$ cat config.mk
export PLATFORM = sky130hd
export DESIGN_NAME = rvi2c_target
export DESIGN_NICKNAME = d
export VERILOG_FILES = /design/src/hw/rvi2c_pkg.sv /design/src/hw/rvi2c_target.sv
export SDC_FILE = /design/constraint.sdc
export NUM_CORES = 1
export LEC_CHECK = 0
export BUFFER_PORTS_ARGS = -buffer_cell sky130_fd_sc_hd__buf_2
export CORE_ASPECT_RATIO = 0.8
export CORE_UTILIZATION = 40
export DETAILED_ROUTE_END_ITERATION = 7
export GPL_TIMING_DRIVEN = 0
export PLACE_DENSITY_LB_ADDON = 0.2
export SLEW_MARGIN = 5
export SYNTH_ARGS = -nofsm -noshare
export SYNTH_HDL_FRONTEND = slang
export SYNTH_SLANG_ARGS = --single-unit
export TNS_END_PERCENT = 5
$ cat constraint.sdc
create_clock -name clk -period 9.2 [get_ports clk]
set_clock_uncertainty 0.1 [all_clocks]
set_input_delay 0.46 -clock clk [delete_from_list [all_inputs] [get_ports clk]]
set_output_delay 0.46 -clock clk [all_outputs]
set_load 0.05 [all_outputs]
$ cat src/hw/rvi2c_pkg.sv
/*
 * Constants and types of the rail voltage two-wire write target.
 * Assumes a 20 MHz system clock and a bus clock of 400 kHz at most.
 */
// How it works
// RULE1 - Answer only target address 0111110
// RULE2 - Read direction refused, no read-back
// RULE3 - Index 0 holds positive rail code
// RULE4 - Index 1 holds negative rail code
// RULE5 - Index 3: bit1 pos select, bit0 neg enable
// RULE6 - Code n gives 4.0 V plus n*100 mV
// RULE7 - Controller never writes voltage code zero
// RULE8 - Variant default code 10 or 14
// RULE9 - Positive discharge select resets to one
// RULE10 - Negative discharge enable resets to one
// RULE11 - Standby disables the serial interface
// RULE12 - Both lines high means bus idle
// RULE13 - Data falls, clock high: start
// RULE14 - Data rises, clock high: stop
// RULE15 - Controller changes data only clock low
// RULE16 - Eight bits MSB first, ninth acknowledged
// RULE17 - Data bytes go to incrementing indices
// RULE18 - Other indices and bad codes ignored
package rvi2c_pkg;

    // ---------------------------------------------------------------
    // Bus constants
    // ---------------------------------------------------------------
    localparam logic [6:0] TARGET_ADDR  = 7'h3E;
    localparam logic       DIR_WRITE    = 1'h0;
    localparam logic [3:0] BYTE_BITS    = 4'h8;

    // ---------------------------------------------------------------
    // Register indices and fields
    // ---------------------------------------------------------------
    localparam logic [7:0] IDX_POS_RAIL = 8'h00;
    localparam logic [7:0] IDX_NEG_RAIL = 8'h01;
    localparam logic [7:0] IDX_MODE     = 8'h03;
    localparam int         CODE_MSB     = 4;
    localparam int         POS_DIS_BIT  = 1;
    localparam int         NEG_DIS_BIT  = 0;

    // ---------------------------------------------------------------
    // Reset values and code range
    // ---------------------------------------------------------------
    localparam logic [4:0] DEF_CODE_5V0 = 5'h0A;
    localparam logic [4:0] DEF_CODE_5V4 = 5'h0E;
    localparam logic       DEF_POS_DIS  = 1'h1;
    localparam logic       DEF_NEG_DIS  = 1'h1;
    localparam logic [4:0] CODE_MIN     = 5'h01;
    localparam logic [4:0] CODE_MAX     = 5'h11;
    localparam logic [12:0] BASE_MV     = 13'hFA0;
    localparam logic [12:0] STEP_MV     = 13'h064;

    typedef enum logic {
        RVI2C_VAR_5V0,
        RVI2C_VAR_5V4
    } rvi2c_variant_t;

    // Settings seen by the analog side; rail magnitudes in millivolts
    typedef struct packed {
        logic [4:0]  positive_rail_code;
        logic [4:0]  negative_rail_code;
        logic        pos_rail_discharge_select;
        logic        neg_rail_discharge_enable;
        logic [12:0] pos_rail_mv;
        logic [12:0] neg_rail_mv_mag;
    } rvi2c_regs_t;

endpackage

$ cat src/hw/rvi2c_target.sv
/*
 * Write-only two-wire target holding the dual rail settings.
 * Assumes scl and sda come straight from pins, asynchronous to clk,
 * and that the pad ties the data output low and uses only its enable.
 */
`timescale 1ns/1ps
module rvi2c_target #(
    parameter rvi2c_pkg::rvi2c_variant_t VARIANT = rvi2c_pkg::RVI2C_VAR_5V0
) (
    input  wire logic                 clk,      // 20 MHz system clock
    input  wire logic                 resetn,   // Synchronous reset, low
    input  wire logic                 standby,  // Supply in standby, async
    input  wire logic                 scl_i,    // Bus clock pin level
    input  wire logic                 sda_i,    // Bus data pin level
    output logic                      sda_o,    // Data drive value
    output logic                      sda_oe,   // High while pulling data low
    output rvi2c_pkg::rvi2c_regs_t    regs_o    // Current rail settings
);
    import rvi2c_pkg::*;

    // ---------------------------------------------------------------
    // Helpers
    // ---------------------------------------------------------------
    function automatic logic code_ok(input logic [4:0] c);
        code_ok = (c >= CODE_MIN) && (c <= CODE_MAX);
    endfunction

    function automatic logic [12:0] code_to_mv(input logic [4:0] c);
        logic [12:0] prod;
        prod = STEP_MV * {8'h00, c};
        code_to_mv = BASE_MV + prod;
    endfunction

    localparam logic [4:0] DEF_CODE =
        (VARIANT == RVI2C_VAR_5V4) ? DEF_CODE_5V4 : DEF_CODE_5V0;

    typedef enum logic [2:0] {
        S_IDLE,
        S_ADDR,
        S_ADDR_ACK,
        S_INDEX,
        S_INDEX_ACK,
        S_DATA,
        S_DATA_ACK,
        S_IGNORE
    } rvi2c_state_t;

    // ---------------------------------------------------------------
    // Pin synchronisers
    // ---------------------------------------------------------------
    logic [1:0]   scl_sync_r;
    logic [1:0]   sda_sync_r;
    logic [1:0]   stby_sync_r;
    logic         scl_d_r;
    logic         sda_d_r;

    always_ff @(posedge clk) begin
        if (!resetn) begin
            scl_sync_r  <= 2'h3;
            sda_sync_r  <= 2'h3;
            stby_sync_r <= 2'h0;
            scl_d_r     <= 1'h1;
            sda_d_r     <= 1'h1;
        end else begin
            scl_sync_r  <= {scl_sync_r[0], scl_i};
            sda_sync_r  <= {sda_sync_r[0], sda_i};
            stby_sync_r <= {stby_sync_r[0], standby};
            scl_d_r     <= scl_sync_r[1];
            sda_d_r     <= sda_sync_r[1];
        end
    end

    wire scl_s     = scl_sync_r[1];
    wire sda_s     = sda_sync_r[1];
    wire stby_s    = stby_sync_r[1];
    wire scl_rise  = scl_s & ~scl_d_r;
    wire scl_fall  = ~scl_s & scl_d_r;
    // Data moving while the clock stays high marks start or stop
    wire start_c   = scl_s & scl_d_r & sda_d_r & ~sda_s;           // RULE13
    wire stop_c    = scl_s & scl_d_r & ~sda_d_r & sda_s;           // RULE14

    // ---------------------------------------------------------------
    // Receive shifter and state
    // ---------------------------------------------------------------
    rvi2c_state_t state_r;
    rvi2c_state_t state_nxt;
    logic [7:0]   shift_r;
    logic [3:0]   bit_cnt_r;
    logic [7:0]   idx_r;
    rvi2c_regs_t  regs_r;

    wire rx_state  = (state_r == S_ADDR) || (state_r == S_INDEX)
                   || (state_r == S_DATA);
    wire ack_state = (state_r == S_ADDR_ACK) || (state_r == S_INDEX_ACK)
                   || (state_r == S_DATA_ACK);
    wire byte_full = (bit_cnt_r == BYTE_BITS);
    wire byte_end  = rx_state & byte_full & scl_fall;
    wire addr_ok   = (shift_r[7:1] == TARGET_ADDR);                // RULE1
    wire dir_ok    = (shift_r[0] == DIR_WRITE);                    // RULE2
    wire wr_en     = byte_end & (state_r == S_DATA);
    wire [4:0] new_code = shift_r[CODE_MSB:0];

    always_comb begin
        state_nxt = state_r;
        unique case (state_r)
            S_IDLE:      state_nxt = S_IDLE;
            S_ADDR: begin
                if (byte_end) begin
                    state_nxt = (addr_ok && dir_ok) ? S_ADDR_ACK   // RULE2
                                                    : S_IGNORE;
                end
            end
            S_INDEX: begin
                if (byte_end) begin
                    state_nxt = S_INDEX_ACK;
                end
            end
            S_DATA: begin
                if (byte_end) begin
                    state_nxt = S_DATA_ACK;
                end
            end
            // Release after the ninth clock falls
            S_ADDR_ACK: begin
                if (scl_fall) begin
                    state_nxt = S_INDEX;                           // RULE16
                end
            end
            S_INDEX_ACK: begin
                if (scl_fall) begin
                    state_nxt = S_DATA;
                end
            end
            S_DATA_ACK: begin
                if (scl_fall) begin
                    state_nxt = S_DATA;                            // RULE17
                end
            end
            S_IGNORE:    state_nxt = S_IGNORE;
        endcase
        // Start also covers a repeated start mid-transfer
        if (start_c) begin
            state_nxt = S_ADDR;                                    // RULE13
        end
        if (stop_c) begin
            state_nxt = S_IDLE;                                    // RULE14
        end
        if (stby_s) begin
            state_nxt = S_IDLE;                                    // RULE11
        end
    end

    always_ff @(posedge clk) begin
        if (!resetn) begin
            state_r <= S_IDLE;
        end else begin
            state_r <= state_nxt;
        end
    end

    // Bits are taken on the rising clock, MSB first
    always_ff @(posedge clk) begin
        if (!resetn) begin
            shift_r   <= 8'h00;
            bit_cnt_r <= 4'h0;
        end else if (start_c || !rx_state) begin
            bit_cnt_r <= 4'h0;
        end else if (scl_rise && !byte_full) begin
            shift_r   <= {shift_r[6:0], sda_s};                    // RULE16
            bit_cnt_r <= bit_cnt_r + 4'h1;
        end
    end

    // ---------------------------------------------------------------
    // Register index and settings
    // ---------------------------------------------------------------
    always_ff @(posedge clk) begin
        if (!resetn) begin
            idx_r <= 8'h00;
        end else if (byte_end && state_r == S_INDEX) begin
            idx_r <= shift_r;
        end else if (wr_en) begin
            idx_r <= idx_r + 8'h01;                                // RULE17
        end
    end

    // Out-of-range codes keep the old value so the rail never jumps
    wire pos_wr  = wr_en & (idx_r == IDX_POS_RAIL) & code_ok(new_code); // RULE18
    wire neg_wr  = wr_en & (idx_r == IDX_NEG_RAIL) & code_ok(new_code); // RULE18
    wire mode_wr = wr_en & (idx_r == IDX_MODE);

    always_ff @(posedge clk) begin
        if (!resetn) begin
            regs_r.positive_rail_code        <= DEF_CODE;          // RULE8
            regs_r.negative_rail_code        <= DEF_CODE;          // RULE8
            regs_r.pos_rail_discharge_select <= DEF_POS_DIS;       // RULE9
            regs_r.neg_rail_discharge_enable <= DEF_NEG_DIS;       // RULE10
            regs_r.pos_rail_mv               <= code_to_mv(DEF_CODE);
            regs_r.neg_rail_mv_mag           <= code_to_mv(DEF_CODE);
        end else begin
            if (pos_wr) begin
                regs_r.positive_rail_code <= new_code;             // RULE3
                regs_r.pos_rail_mv        <= code_to_mv(new_code); // RULE6
            end
            if (neg_wr) begin
                regs_r.negative_rail_code <= new_code;             // RULE4
                regs_r.neg_rail_mv_mag    <= code_to_mv(new_code); // RULE6
            end
            if (mode_wr) begin
                regs_r.pos_rail_discharge_select <= shift_r[POS_DIS_BIT]; // RULE5
                regs_r.neg_rail_discharge_enable <= shift_r[NEG_DIS_BIT]; // RULE5
            end
        end
    end

    // ---------------------------------------------------------------
    // Outputs
    // ---------------------------------------------------------------
    // Open drain: only the enable moves, idle leaves the line released
    assign sda_o  = 1'h0;
    assign sda_oe = ack_state;                                     // RULE12
    assign regs_o = regs_r;

    // ---------------------------------------------------------------
    // Assertions
    // ---------------------------------------------------------------
    stby_quiet_a: assert property (@(posedge clk) disable iff (!resetn) // RULE11
        stby_s |=> (state_r == S_IDLE) && !sda_oe)
        else $error("interface active during standby");

    idle_release_a: assert property (@(posedge clk) disable iff (!resetn) // RULE12
        (state_r == S_IDLE) |-> !sda_oe)
        else $error("data driven while idle");

    addr_miss_a: assert property (@(posedge clk) disable iff (!resetn) // RULE1
        (byte_end && state_r == S_ADDR && !addr_ok && !stby_s
         && !start_c && !stop_c) |=> (state_r == S_IGNORE) && !sda_oe)
        else $error("foreign address acknowledged");

    read_refuse_a: assert property (@(posedge clk) disable iff (!resetn) // RULE2
        (byte_end && state_r == S_ADDR && shift_r[0] && !stby_s)
        |=> !sda_oe [*2])
        else $error("read request acknowledged");

    start_seen_a: assert property (@(posedge clk) disable iff (!resetn) // RULE13
        (start_c && !stby_s) |=> (state_r == S_ADDR) && (bit_cnt_r == 4'h0))
        else $error("start not decoded");

    stop_seen_a: assert property (@(posedge clk) disable iff (!resetn) // RULE14
        stop_c |=> (state_r == S_IDLE))
        else $error("stop did not end access");

    ack_release_a: assert property (@(posedge clk) disable iff (!resetn) // RULE16
        (sda_oe && scl_fall) |=> !sda_oe)
        else $error("acknowledge held past ninth clock");

    ack_hold_a: assert property (@(posedge clk) disable iff (!resetn) // RULE16
        $rose(sda_oe) |-> !scl_s && $past(scl_fall))
        else $error("acknowledge not started on eighth fall");

    pos_write_a: assert property (@(posedge clk) disable iff (!resetn) // RULE3
        pos_wr |=> regs_r.positive_rail_code == $past(shift_r[4:0])
                   && regs_r.pos_rail_mv == code_to_mv($past(shift_r[4:0])))
        else $error("positive rail code not stored");

    mode_write_a: assert property (@(posedge clk) disable iff (!resetn) // RULE5
        mode_wr |=> regs_r.pos_rail_discharge_select == $past(shift_r[POS_DIS_BIT])
                    && regs_r.neg_rail_discharge_enable == $past(shift_r[NEG_DIS_BIT]))
        else $error("mode bits not stored");

    idx_step_a: assert property (@(posedge clk) disable iff (!resetn) // RULE17
        wr_en |=> idx_r == $past(idx_r) + 8'h01)
        else $error("index did not advance");

    dead_write_a: assert property (@(posedge clk) disable iff (!resetn) // RULE18
        (wr_en && (idx_r == 8'h02 || idx_r > IDX_MODE || !code_ok(new_code))
         && idx_r != IDX_MODE) |=> $stable(regs_r))
        else $error("ignored write changed settings");

    neg_write_a: assert property (@(posedge clk) disable iff (!resetn) // RULE4
        neg_wr |=> regs_r.negative_rail_code == $past(shift_r[4:0])
                   && regs_r.neg_rail_mv_mag == code_to_mv($past(shift_r[4:0])))
        else $error("negative rail code not stored");

    idx_load_a: assert property (@(posedge clk) disable iff (!resetn) // RULE17
        (byte_end && state_r == S_INDEX) |=> idx_r == $past(shift_r))
        else $error("register index not loaded");

    byte_ack_a: assert property (@(posedge clk) disable iff (!resetn) // RULE16
        (byte_end && (state_r != S_ADDR || (addr_ok && dir_ok)) && !stby_s) |=> sda_oe)
        else $error("accepted byte not acknowledged");

    code_range_a: assert property (@(posedge clk) disable iff (!resetn) // RULE18
        code_ok(regs_r.positive_rail_code) && code_ok(regs_r.negative_rail_code))
        else $error("rail code left the legal range");

    reset_val_a: assert property (@(posedge clk) // RULE8
        !resetn |=> regs_r.positive_rail_code == DEF_CODE
                    && regs_r.negative_rail_code == DEF_CODE
                    && regs_r.pos_rail_discharge_select
                    && regs_r.neg_rail_discharge_enable)
        else $error("reset values wrong");

endmodule // rvi2c_target

# == After elaboration in Yosys (flattened, before gate mapping) ==
# Cells that the tools add are included.
# op_classes
addsub,3
multipliers,1
n_lt_le_gt_ge,2
eq_ne,21
n_mux,10
n_bitwise,22
n_reduce_logical,21
# op_table
cell,count
3-bit case mux with 7 select lines,1
3-bit two-way mux,6
8-bit two-way mux,2
1-bit bitwise AND,15
12-bit by 12-bit adder with 13-bit output (first input constant),1
3-bit equality test (second input constant),4
3-bit != test (second input constant),4
5-bit by 5-bit multiplier with 10-bit output (first input constant),1
5-bit AND reduction,2
8-bit by 1-bit adder with 8-bit output (second input constant),1
8-bit by 1-bit equality test with 1-bit output (second input constant),1
8-bit by 2-bit equality test with 1-bit output (second input constant),1
8-bit logical NOT,1
2-bit != test (second input constant),4
7-bit by 6-bit equality test with 1-bit output (second input constant),1
1-bit NOT,7
3-bit by 2-bit equality test with 1-bit output (second input constant),2
5-bit by 1-bit >= comparator with 1-bit output (second input constant),1
5-bit less-or-equal comparator (second input constant),1
1-bit logical OR,5
4-bit by 1-bit adder with 4-bit output (second input constant),1
4-bit equality test (second input constant),1
1-bit logical AND,4
2-bit OR reduction,2
10 further kinds,11
# totals
ff_bits,69
inputBits,5
out_inout_bits,40
elab_cells,96

# == Longest topological paths before layout ==
# Gate-level depths: netlist of the first run.
# depth
depth_word,8
depth_mapped,11
mapped_depth_nobuf,10

# == Worst setup path after synthesis of the first run ==
# OpenSTA, ideal clock, no wires.
# synth_timing
path_type,flip-flop to flip-flop
start,register shift_r[1]
end,register regs_r (netlist bit regs_o[11])
setup_time_ns,0.091
arrival_ns,2.793
required_ns,9.009
slack_ns,6.216
stages_incl_launch_ff,12
path_buffers,1
synth_period_minus_slack_ns,2.984
path_cell_list,dfxtp_1 -> buf_2 -> inv_1 -> ha_1 -> ha_1 -> inv_1 -> fa_1 -> nand2b_1 -> a21oi_1 -> xnor2_1 -> or4_1 -> a311oi_1
# synth_between
elab_chain_len,3
word_cells_on_any_way,6
cone_classes,add/sub (1); mul (1); order compare (2); bitwise (1); reduce/logical (1)
# synth_lines
item,line,rtl
start: declaration,rvi2c_target.sv:87,logic [7:0] shift_r;
start signal: assignment,rvi2c_target.sv:169,"shift_r <= {shift_r[6:0], sda_s};"
"parallel branches: the longest is 3 deep, another holds 12-bit by 12-bit adder with 13-bit output",--,
end: declaration,rvi2c_target.sv:90,rvi2c_regs_t regs_r;
# Parallel ways; which one is timed is not known.
# A chain may end at the register's enable or synchronous reset.

# == Worst setup path in the final report of the first run ==
# Ends and elaborated chain as after synthesis.

==> flow_metrics.tcl, run 1 <==
set metrics [dict create \
    hold_path.class "in -> reg" \
    cp.arrival_ns 3.60 \
    syn_area_per_cell_um2 9.13 \
    synth_edf_count 0 \
    finalMaxSlewViolations 0 \
    ctsHtreeMaxLevel 3 \
    synth_seq_cells 59 \
    r2r_start "shift_r[1]" \
    vias 2956 \
    die_x_um 105 \
    ctsRootBufferMaster "clkbuf_8" \
    antenna_cells 0 \
    stdcell_count 540 \
    drt_iter0_drc 188 \
    ios 45 \
    routed-wl-met3_um 449 \
    fin_crit_sh_pct 37.5 \
    end_kind "register" \
    die_height_um 84.5 \
    max_slew_margin_pct 33.7 \
    holdPathStages 2 \
    avgViaCountPerCell 5.47 \
    post_cts_buffers 0 \
    gp_congestion 0.787 \
    fin_area_um2 3950 \
    grt_antenna_before_repair 0 \
    cts_buffers 9 \
    final_nets 462 \
    placed_area_um2 3750 \
    ff2ff_path_depth 11 \
    hold_buffers 0 \
    area_growth_pct 16.1 \
    whs_ns 0.198 \
    synth_top_cell_by_area "dfxtp_1" \
    netlist_area_um2 3400 \
    vdd_ir_drop_max_mv 0.0788 \
    holdPathEnd "scl_sync_r[0]" \
    final_antenna_net_count 0 \
    initial_core_util_pct 42.1 \
    min_period_ns 3.45 \
    post-place-cells 524 \
    grt_start_max_net_pins 12 \
    cts_tree "done" \
    ys_seq_area_share_pct 34.7 \
    globalRouteOverflowTotal 0 \
    ys_warn_count 0 \
    hold_viol_final 0 \
    firstDrtPassIters 4 \
    crit_type "reg -> reg" \
    tightest_slew_ns 0.987 \
    drc 0 \
    wl_um 8020 \
    synthCells 373 \
    power_density_nw_per_um2 130 \
    rsz0062_at_grt "no" \
    cts_resized 0 \
    r2r_slack_ns 5.75 \
    met1_length_um 4150 \
    setup_viol 0 \
    netlist.area_leader.share_pct 34.7 \
    setup_tns_ns 0 \
    die-area_um2 8890 \
    clk_pin_slew_worst_paths_ns 0.07 \
    synth_area_leaders "dfxtp_1 (35%), ha_1 (11%), mux2i_1 (3.2%)" \
    met2WireLength_um 3360 \
    grt_pass1_wl_um 13500 \
    clock_latency_ns 0.34 \
    layout_commonest_cell "dfxtp_1" \
    num_rows 29 \
    timing.fmax_mhz 290 \
    core_um2 8090 \
    power.leakage_nw 1.68 \
    cts_num_sinks 59 \
    startpoint_type "register" \
    top_layer_used "met4" \
    clock_path_buffers 2 \
    drive_gt1_share_pct 20.4 \
    utilization_pct 48.8 \
    synthFlopType "dfxtp_1" \
    r2r_end "regs_o[11]" \
    grt_use_total_pct 19.5 \
    worstPathMaxFanout 8 \
    status "finished, final reports clean" \
    routedWlPerCell_um 14.9 \
    async_flop_share_pct 0 \
    required_ns 9.35 \
    synth_cell_types 65 \
    dp_hpwl_um 5940 \
    port_buffers 39 \
    hold_start "scl_i" \
    drv_cap 0 \
    grt_pass1_vias 2709 \
    mostFrequentLayoutCells "dfxtp_1 (59), buf_2 (45), ha_1 (29)" \
]
[power by group]
part	internal [W]	switching (W)
Sequential	0.000257	0.00000105
Combinational	0.00000539	0.0000115
Clock	0.000132	0.000108
Total	0.000394	0.000120
[worst max-delay path by stage]
stage	from	to	slack, ns	depth (start not counted)
finish	shift_r[1]	regs_o[11]	5.75	11
global route	shift_r[1]	regs_o[11]	5.52	11
CTS	shift_r[1]	regs_o[11]	5.75	11
detailed placement	shift_r[1]	regs_o[11]	5.79	11
global placement	shift_r[1]	regs_o[11]	5.80	11
floorplan	shift_r[1]	regs_o[11]	6.22	11
[critical path: stages, from the launching register on]
cell	delay, ns
dfxtp_1	0.37
buf_2	0.24
inv_1	0.16
ha_1	0.33
ha_1	0.31
inv_1	0.07
fa_1	0.44
nand2b_1	0.16
a21oi_1	0.15
xnor2_1	0.15
or4_1	0.57
a311oi_1	0.31
[cell families after synthesis]
group | Yosys count | synth area share (%)
mux | 11 | 3.23
flops | 59 | 34.7
buf+inv | 50 | 7.42
fa+ha+maj | 30 | 11.2
xor+xnor | 12 | 3.49
compound gates | 103 | 21.8
other cells | 1 | 0.110
simple gates | 107 | 18.0
[final cells by class]
type,count,area [um2]
Multi-Input combinational cell,268,1990
Fill cell,795,4140
Tap cell,108,135
Buffer,31,181
Clock buffer,10,138
Clock inverter,6,65.1
Sequential cell,59,1180
Inverter,19,71.3
Timing Repair Buffer,39,195
[sequential cells by signal (all words and copies together) (netlist names)]
register and cells:
scl_sync_r 2, scl_d_r 1, bit_cnt_r 4, idx_r 8
sda_sync_r 2, shift_r 8, sda_d_r 1, stby_sync_r 2
state_r 3, regs_o 28
[metrics by stage]
stage / worst slack, ns / power (W)
finish: 5.75 / 0.000515
global route: 5.52 / 0.000536
CTS: 5.75 / 0.000521
detailed placement: 5.79 / 0.000281
global placement: 5.80 / 0.000280
floorplan: 6.22 / 0.000277
[synth_stat cells, types with 7 or more instances]
library cell	n
dfxtp_1	59
ha_1	29
nor2_1	28
a21oi_1	20
inv_1	18
o21ai_1	15
nand2_1	13
buf_4	12
clkbuf_1	11
mux2i_1	11
a31oi_1	10
nand2b_1	9
nand4_1	9
o31ai_1	9
nor4_1	8
a311oi_1	7
xor2_1	7
[per-layer routing]
layer / global-route usage (%) / up-vias
met5: 0 / -
met4: 5.12 / 0
met3: 4.81 / 5
met2: 29.0 / 80
li1: - / 1479
met1: 27.9 / 1392
No activity file was read; power rests on OpenSTA's default activity.
==> run 2, diff against run 1 <==
--- a/config.mk
+++ b/config.mk
@@ -5,6 +5,7 @@
 export SDC_FILE = /design/constraint.sdc
 export NUM_CORES = 1
 export LEC_CHECK = 0
+export ABC_AREA = 1
 export BUFFER_PORTS_ARGS = -buffer_cell sky130_fd_sc_hd__buf_2
 export CORE_ASPECT_RATIO = 0.8
 export CORE_UTILIZATION = 40
==> constraint.sdc (replaced) <==
create_clock -name clk -period 3.1 [get_ports clk]
set_clock_uncertainty 0.1 [all_clocks]
set_input_delay 0.155 -clock clk [delete_from_list [all_inputs] [get_ports clk]]
set_output_delay 0.155 -clock clk [all_outputs]
set_load 0.05 [all_outputs]
==> flow_metrics.tcl, run 2 <==
set metrics [dict create \
    netlist.area_leader.share_pct 34.9 \
    cts_buffers 9 \
    globalRouteOverflowTotal 0 \
    area_growth_pct 16.7 \
    worstPathMaxFanout 11 \
    die_height_um 84.2 \
    synthTopCellsByCount "nand2_1 (137), dfxtp_1 (59), inv_1 (53), nand3_1 (51), nor2_1 (32)" \
    hold_path.class "in -> reg" \
    final_nets 563 \
    multi_input_area_um2 1880 \
    yosysMostFrequentCell "nand2_1" \
    r2r_slack_ns 0.31 \
    power.leakage_nw 1.97 \
    cp_slowest_cell "fa_1" \
    grt_start_max_net_pins 14 \
    clock_path_buffers 2 \
    max_slew_margin_pct 59.2 \
    synthFlopType "dfxtp_1" \
    ctsHtreeMaxLevel 3 \
    rsz0062_at_grt "no" \
    grt_pass1_vias 2834 \
    min_period_ns 2.79 \
    dp_hpwl_um 5640 \
    synth_cell_types 35 \
    setup_viol 0 \
    async_flop_share_pct 0 \
    avgViaCountPerCell 4.77 \
    grt_use_total_pct 19.0 \
    synth_area_leaders "dfxtp_1 (35%), nand2_1 (15%), ha_1 (11%)" \
    largest_reg_flops 28 \
    nFillCells 822 \
    crit_path_cell_trace "ha_1 > ha_1 > ha_1 > inv_1 > fa_1 > nand2_1 > a21oi_2 > nand3_1 > nor2_1 > nand2_1 > nand2_1 > nor2_1 > nor2_1" \
    holdPathStages 3 \
    antenna_cells 0 \
    routedWlPerCell_um 12.0 \
    drc 0 \
    grt_pass1_wl_um 13300 \
    cpPeakStageDelay_ns 0.55 \
    r2r_start "shift_r[4]" \
    crit_type "reg -> reg" \
    seq_area_um2 1190 \
    power_density_nw_per_um2 438 \
    initial_core_util_pct 42.0 \
    timing.fmax_mhz 359 \
    status "finished, final reports clean" \
    netlist_area_um2 3380 \
    cts_tree "done" \
    synthCells 471 \
    cts_num_sinks 59 \
    syn_area_per_cell_um2 7.18 \
    placed_area_um2 3730 \
    post_cts_buffers 0 \
    drv_cap 0 \
    core_um2 8060 \
    vias 3055 \
    clock_latency_ns 0.35 \
    vdd_ir_drop_max_mv 0.285 \
    tightest_slew_ns 0.612 \
    cp.arrival_ns 2.98 \
    fin_area_um2 3950 \
    ctsRootBufferMaster "clkbuf_8" \
    r2r_end "regs_o[11]" \
    mostFrequentLayoutCells "nand2_1 (137), dfxtp_1 (55), inv_1 (52)" \
    wl_um 7700 \
    finalMaxSlewViolations 0 \
    port_buffers 39 \
    ios 45 \
    ff2ff_path_depth 13 \
    firstDrtPassIters 5 \
    layout_commonest_cell "nand2_1" \
    p_total_w 0.00173 \
    die_x_um 105 \
    hold_start "resetn" \
    clk_pin_slew_worst_paths_ns 0.08 \
    drive_gt1_share_pct 18.4 \
    ys_seq_area_share_pct 34.9 \
    end_kind "register" \
    setup_tns_ns 0 \
    ys_warn_count 0 \
    crit_start "shift_r[4]" \
    startpoint_type "register" \
    fin_crit_sh_pct 90.0 \
    grt_antenna_before_repair 0 \
    final_antenna_net_count 0 \
    gp_congestion 0.832 \
    required_ns 3.29 \
    hold_viol_final 0 \
    drt_iter0_drc 103 \
    synth_top_cell_by_area "dfxtp_1" \
    synth_seq_cells 59 \
    die-area_um2 8830 \
    num_rows 29 \
    holdPathEnd "regs_o[19]" \
    synth_edf_count 0 \
]
==> run 2: cell count changes after synthesis, sizes merged, moves of 6 or more <==
| cell | before | now |
|---|---|---|
| a311oi | 7 | 0 |
| a31oi | 10 | 2 |
| and3 | 6 | 0 |
| clkbuf | 11 | 2 |
| inv | 18 | 55 |
| mux2i | 11 | 0 |
| nand2 | 13 | 142 |
| nand2b | 10 | 0 |
| nand3 | 7 | 53 |
| nor2 | 28 | 39 |
| nor4 | 8 | 0 |
| o21ai | 16 | 10 |
| o31a | 6 | 0 |
| o31ai | 9 | 0 |
==> run 2: worst max path at each step <==
stage | endpoint
floorplan | regs_o[24]
global placement | regs_o[11]
detailed placement | regs_o[24]
CTS | regs_o[24]
global route | regs_o[23]
finish | regs_o[11]
==> run 2: final cells by class <==
class | instances | area share [%]
multi-input combinational | 341 | 47.5
sequential | 59 | 30.1
timing repair buffer | 42 | 5.71
inverter | 55 | 5.23
buffer | 20 | 3.46
tap | 108 | 3.43
clock buffer | 9 | 3.14
clock inverter | 7 | 1.43
==> run 2: critical path: cells and delay by family (launching register included) <==
| kind | cells | cell delay (ns) |
|---|---|---|
| adder cells (fa/ha/maj) | 4 | 1.32 |
| AND/OR/NAND/NOR | 7 | 0.59 |
| buffers and inverters | 1 | 0.07 |
| flip-flops | 1 | 0.48 |
| AO/OA/AOI/OAI | 1 | 0.18 |
==> run 2: stage by stage <==
stage / util (%) / setup WS [ns] / cells / hold slack [ns]
floorplan: - / 0.505 / 475 / 0.153
global placement: 46.3 / 0.0868 / 622 / 0.239
detailed placement: 46.3 / 0.0859 / 622 / 0.243
CTS: 48.9 / 0.0653 / 641 / 0.101
global route: 49.0 / 0.0568 / 641 / 0.136
finish: 49.0 / 0.311 / 641 / 0.108
==> run 2: per-layer routing <==
layer | track usage [%] | vias up | share of wire [%]
li1 | - | 1608 | -
met1 | 26.3 | 1356 | 53
met2 | 29.3 | 79 | 41
met3 | 4.35 | 12 | 4.9
met4 | 6.15 | 0 | 1.7
met5 | 0 | - | 0
==> run 2: cells by family (layout without fill, tap and decap cells) <==
family / Yosys count / count (layout) / synth area share (%)
other cells: 1 / 5 / 0.111
simple gates: 255 / 255 / 34.7
fa+ha+maj: 30 / 30 / 11.3
flops: 59 / 59 / 34.9
compound gates: 44 / 44 / 6.96
buf+inv: 75 / 133 / 10.1
xor+xnor: 7 / 7 / 1.81
==> run 2: repair_timing <==
item | 4_1_cts | 5_1_grt
resized for setup | 0 | 6
setup endpoints to repair | 0 | 7
hold buffers | 3 | 0
endpoints found under the hold margin | 3 | 0
==> run 2: where the power goes <==
| part | total, W | leakage [nW] | switching [W] | internal [W] |
|---|---|---|---|---|
| clock | 0.000662 | 0.0914 | 0.000360 | 0.000302 |
| combinational | 0.000262 | 1.40 | 0.000183 | 0.0000794 |
| sequential | 0.000805 | 0.480 | 0.0000271 | 0.000778 |
| total | 0.00173 | 1.97 | 0.000569 | 0.00116 |
==> run 3, diff against run 2 <==
--- a/config.mk
+++ b/config.mk
@@ -11,6 +11,7 @@
 export CORE_UTILIZATION = 40
 export DETAILED_ROUTE_END_ITERATION = 7
 export GPL_TIMING_DRIVEN = 0
+export HOLD_SLACK_MARGIN = 0.05
 export PLACE_DENSITY_LB_ADDON = 0.2
 export SLEW_MARGIN = 5
 export SYNTH_ARGS = -nofsm -noshare
==> constraint.sdc (replaced) <==
create_clock -name clk -period 3.1 [get_ports clk]
set_clock_uncertainty 0.1 [all_clocks]
set_input_delay 0.775 -clock clk [delete_from_list [all_inputs] [get_ports clk]]
set_output_delay 0.775 -clock clk [all_outputs]
set_load 0.05 [all_outputs]
==> flow_metrics.tcl, run 3 (same netlist as run 2, synthesis figures left out) <==
set metrics [dict create \
    status "finished, final reports clean" \
    fin_crit_sh_pct 89.7 \
    gp_congestion 0.832 \
    p_clk_share_pct 38.2 \
    clock_path_buffers 2 \
    avgViaCountPerCell 4.78 \
    setup_viol 0 \
    rsz0062_at_grt "no" \
    fin_area_um2 3920 \
    crit_type "reg -> reg" \
    placed_area_um2 3730 \
    hold_viol_final 0 \
    r2r_start "shift_r[4]" \
    drt_iter0_drc 113 \
    die_height_um 84.2 \
    ctsHtreeMaxLevel 3 \
    cts_tree "done" \
    share_comb_of_total_power_pct 15.1 \
    power.switching_w 0.000567 \
    clock_latency_ns 0.35 \
    grt_pass1_wl_um 13300 \
    antenna_cells 0 \
    globalRouteOverflowTotal 0 \
    port_buffers 39 \
    tightest_slew_ns 0.617 \
    startpoint_type "register" \
    vdd_ir_drop_max_mv 0.280 \
    die_x_um 105 \
    final_antenna_net_count 0 \
    num_rows 29 \
    largest_reg_flops 28 \
    nFillCells 825 \
    finalMaxSlewViolations 0 \
    drive_gt1_share_pct 18.5 \
    stdcell_count 638 \
    hold_buffers 0 \
    cpPeakStageDelay_ns 0.55 \
    crit_start "shift_r[4]" \
    power.leakage_nw 1.96 \
    cts_num_sinks 59 \
    final_nets 560 \
    required_ns 3.29 \
    p_total_w 0.00172 \
    seqPwrFrac_pct 46.7 \
    cp_slowest_cell "fa_1" \
    max_slew_margin_pct 58.9 \
    setup_tns_ns 0 \
    timing.fmax_mhz 360 \
    worstPathMaxFanout 11 \
    power_density_nw_per_um2 440 \
    wl_um 7700 \
    cts_buffers 9 \
    post-place-cells 622 \
    crit_path_cell_trace "ha_1 > ha_1 > ha_1 > inv_1 > fa_1 > nand2_1 > a21oi_2 > nand3_1 > nor2_1 > nand2_1 > nand2_1 > nor2_1 > nor2_1" \
    dp_hpwl_um 5640 \
    clk_pin_slew_worst_paths_ns 0.08 \
    ios 45 \
    drv_cap 0 \
    grt_antenna_before_repair 0 \
    ctsRootBufferMaster "clkbuf_8" \
    initial_core_util_pct 42.0 \
    firstDrtPassIters 4 \
    mostFrequentLayoutCells "nand2_1 (137), dfxtp_1 (55), inv_1 (52)" \
    end_kind "register" \
    intPower_w 0.00116 \
    grt_pass1_vias 2800 \
    die-area_um2 8830 \
    drc 0 \
    min_period_ns 2.78 \
    grt_use_total_pct 18.9 \
    layout_commonest_cell "nand2_1" \
    hold_path.class "reg -> reg" \
    routedWlPerCell_um 12.1 \
    cp.arrival_ns 2.97 \
    grt_start_max_net_pins 14 \
    area_growth_pct 15.8 \
    swShare_pct 32.9 \
    utilization_pct 48.6 \
    core_um2 8060 \
    hold_start "scl_sync_r[0]" \
    vias 3048 \
]
run 3: cell types whose count changed in the layout (fill, tap and decap cells not counted):
cell,change
dlygate4sd3_1,-3
run 3: final cells by class:
class                      count  area [um2]  share of cell area, %
buffer                        20         136                   3.48
clock inverter                 7        56.3                   1.44
sequential                    59        1190                   30.3
timing repair buffer          39         195                   4.99
tap                          108         135                   3.45
inverter                      55         206                   5.27
multi-input combinational    341        1880                   47.9
clock buffer                   9         124                   3.16
run 3: per-stage QoR:
step                setup slack [ns]  hold WS (ns)
floorplan                      0.505         0.290
global placement              0.0868         0.296
detailed placement            0.0859         0.297
CTS                           0.0653         0.320
global route                  0.0568         0.328
finish                         0.320         0.317
run 3: worst max-delay path: cells and delay by family (launching register included):
family | cells | cell delay [ns]
fa+ha+maj | 4 | 1.31
flops | 1 | 0.48
compound gates | 1 | 0.18
simple gates | 7 | 0.59
buf+inv | 1 | 0.07
run 3: final timing paths:
kind,depth (start not counted),slack (ns),to
setup reg to reg,13,0.32,regs_o[11]
hold / removal,1,0.32,scl_sync_r[1]
hold reg to reg,1,0.32,scl_sync_r[1]
setup / recovery,13,0.32,regs_o[11]
run 3: power by group through the flow:
stage | sequential (W) | combinational [W] | clock, W
3_3_place_gp | 0.000822 | 0.000252 | 0
2_1_floorplan | 0.000815 | 0.000209 | 0
3_5_place_dp | 0.000823 | 0.000257 | 0
5_1_grt | 0.000809 | 0.000288 | 0.000712
6_report | 0.000805 | 0.000259 | 0.000659
4_1_cts | 0.000805 | 0.000258 | 0.000682
run 3: repair_timing:
item	CTS	global route
buffers inserted	0	0
endpoints found under the hold margin	0	0
gates resized for setup	0	6
setup endpoints to repair	0	7
run 3: routing by layer:
| metal | share of wire (%) | wire [um] | up-vias | track usage (%) |
|---|---|---|---|---|
| li1 | - | - | 1598 | - |
| met1 | 54 | 4170 | 1369 | 26.4 |
| met5 | 0 | 0 | - | 0 |
| met2 | 40 | 3110 | 71 | 28.8 |
| met4 | 1.4 | 110 | 0 | 6.15 |
| met3 | 4.1 | 314 | 10 | 4.35 |
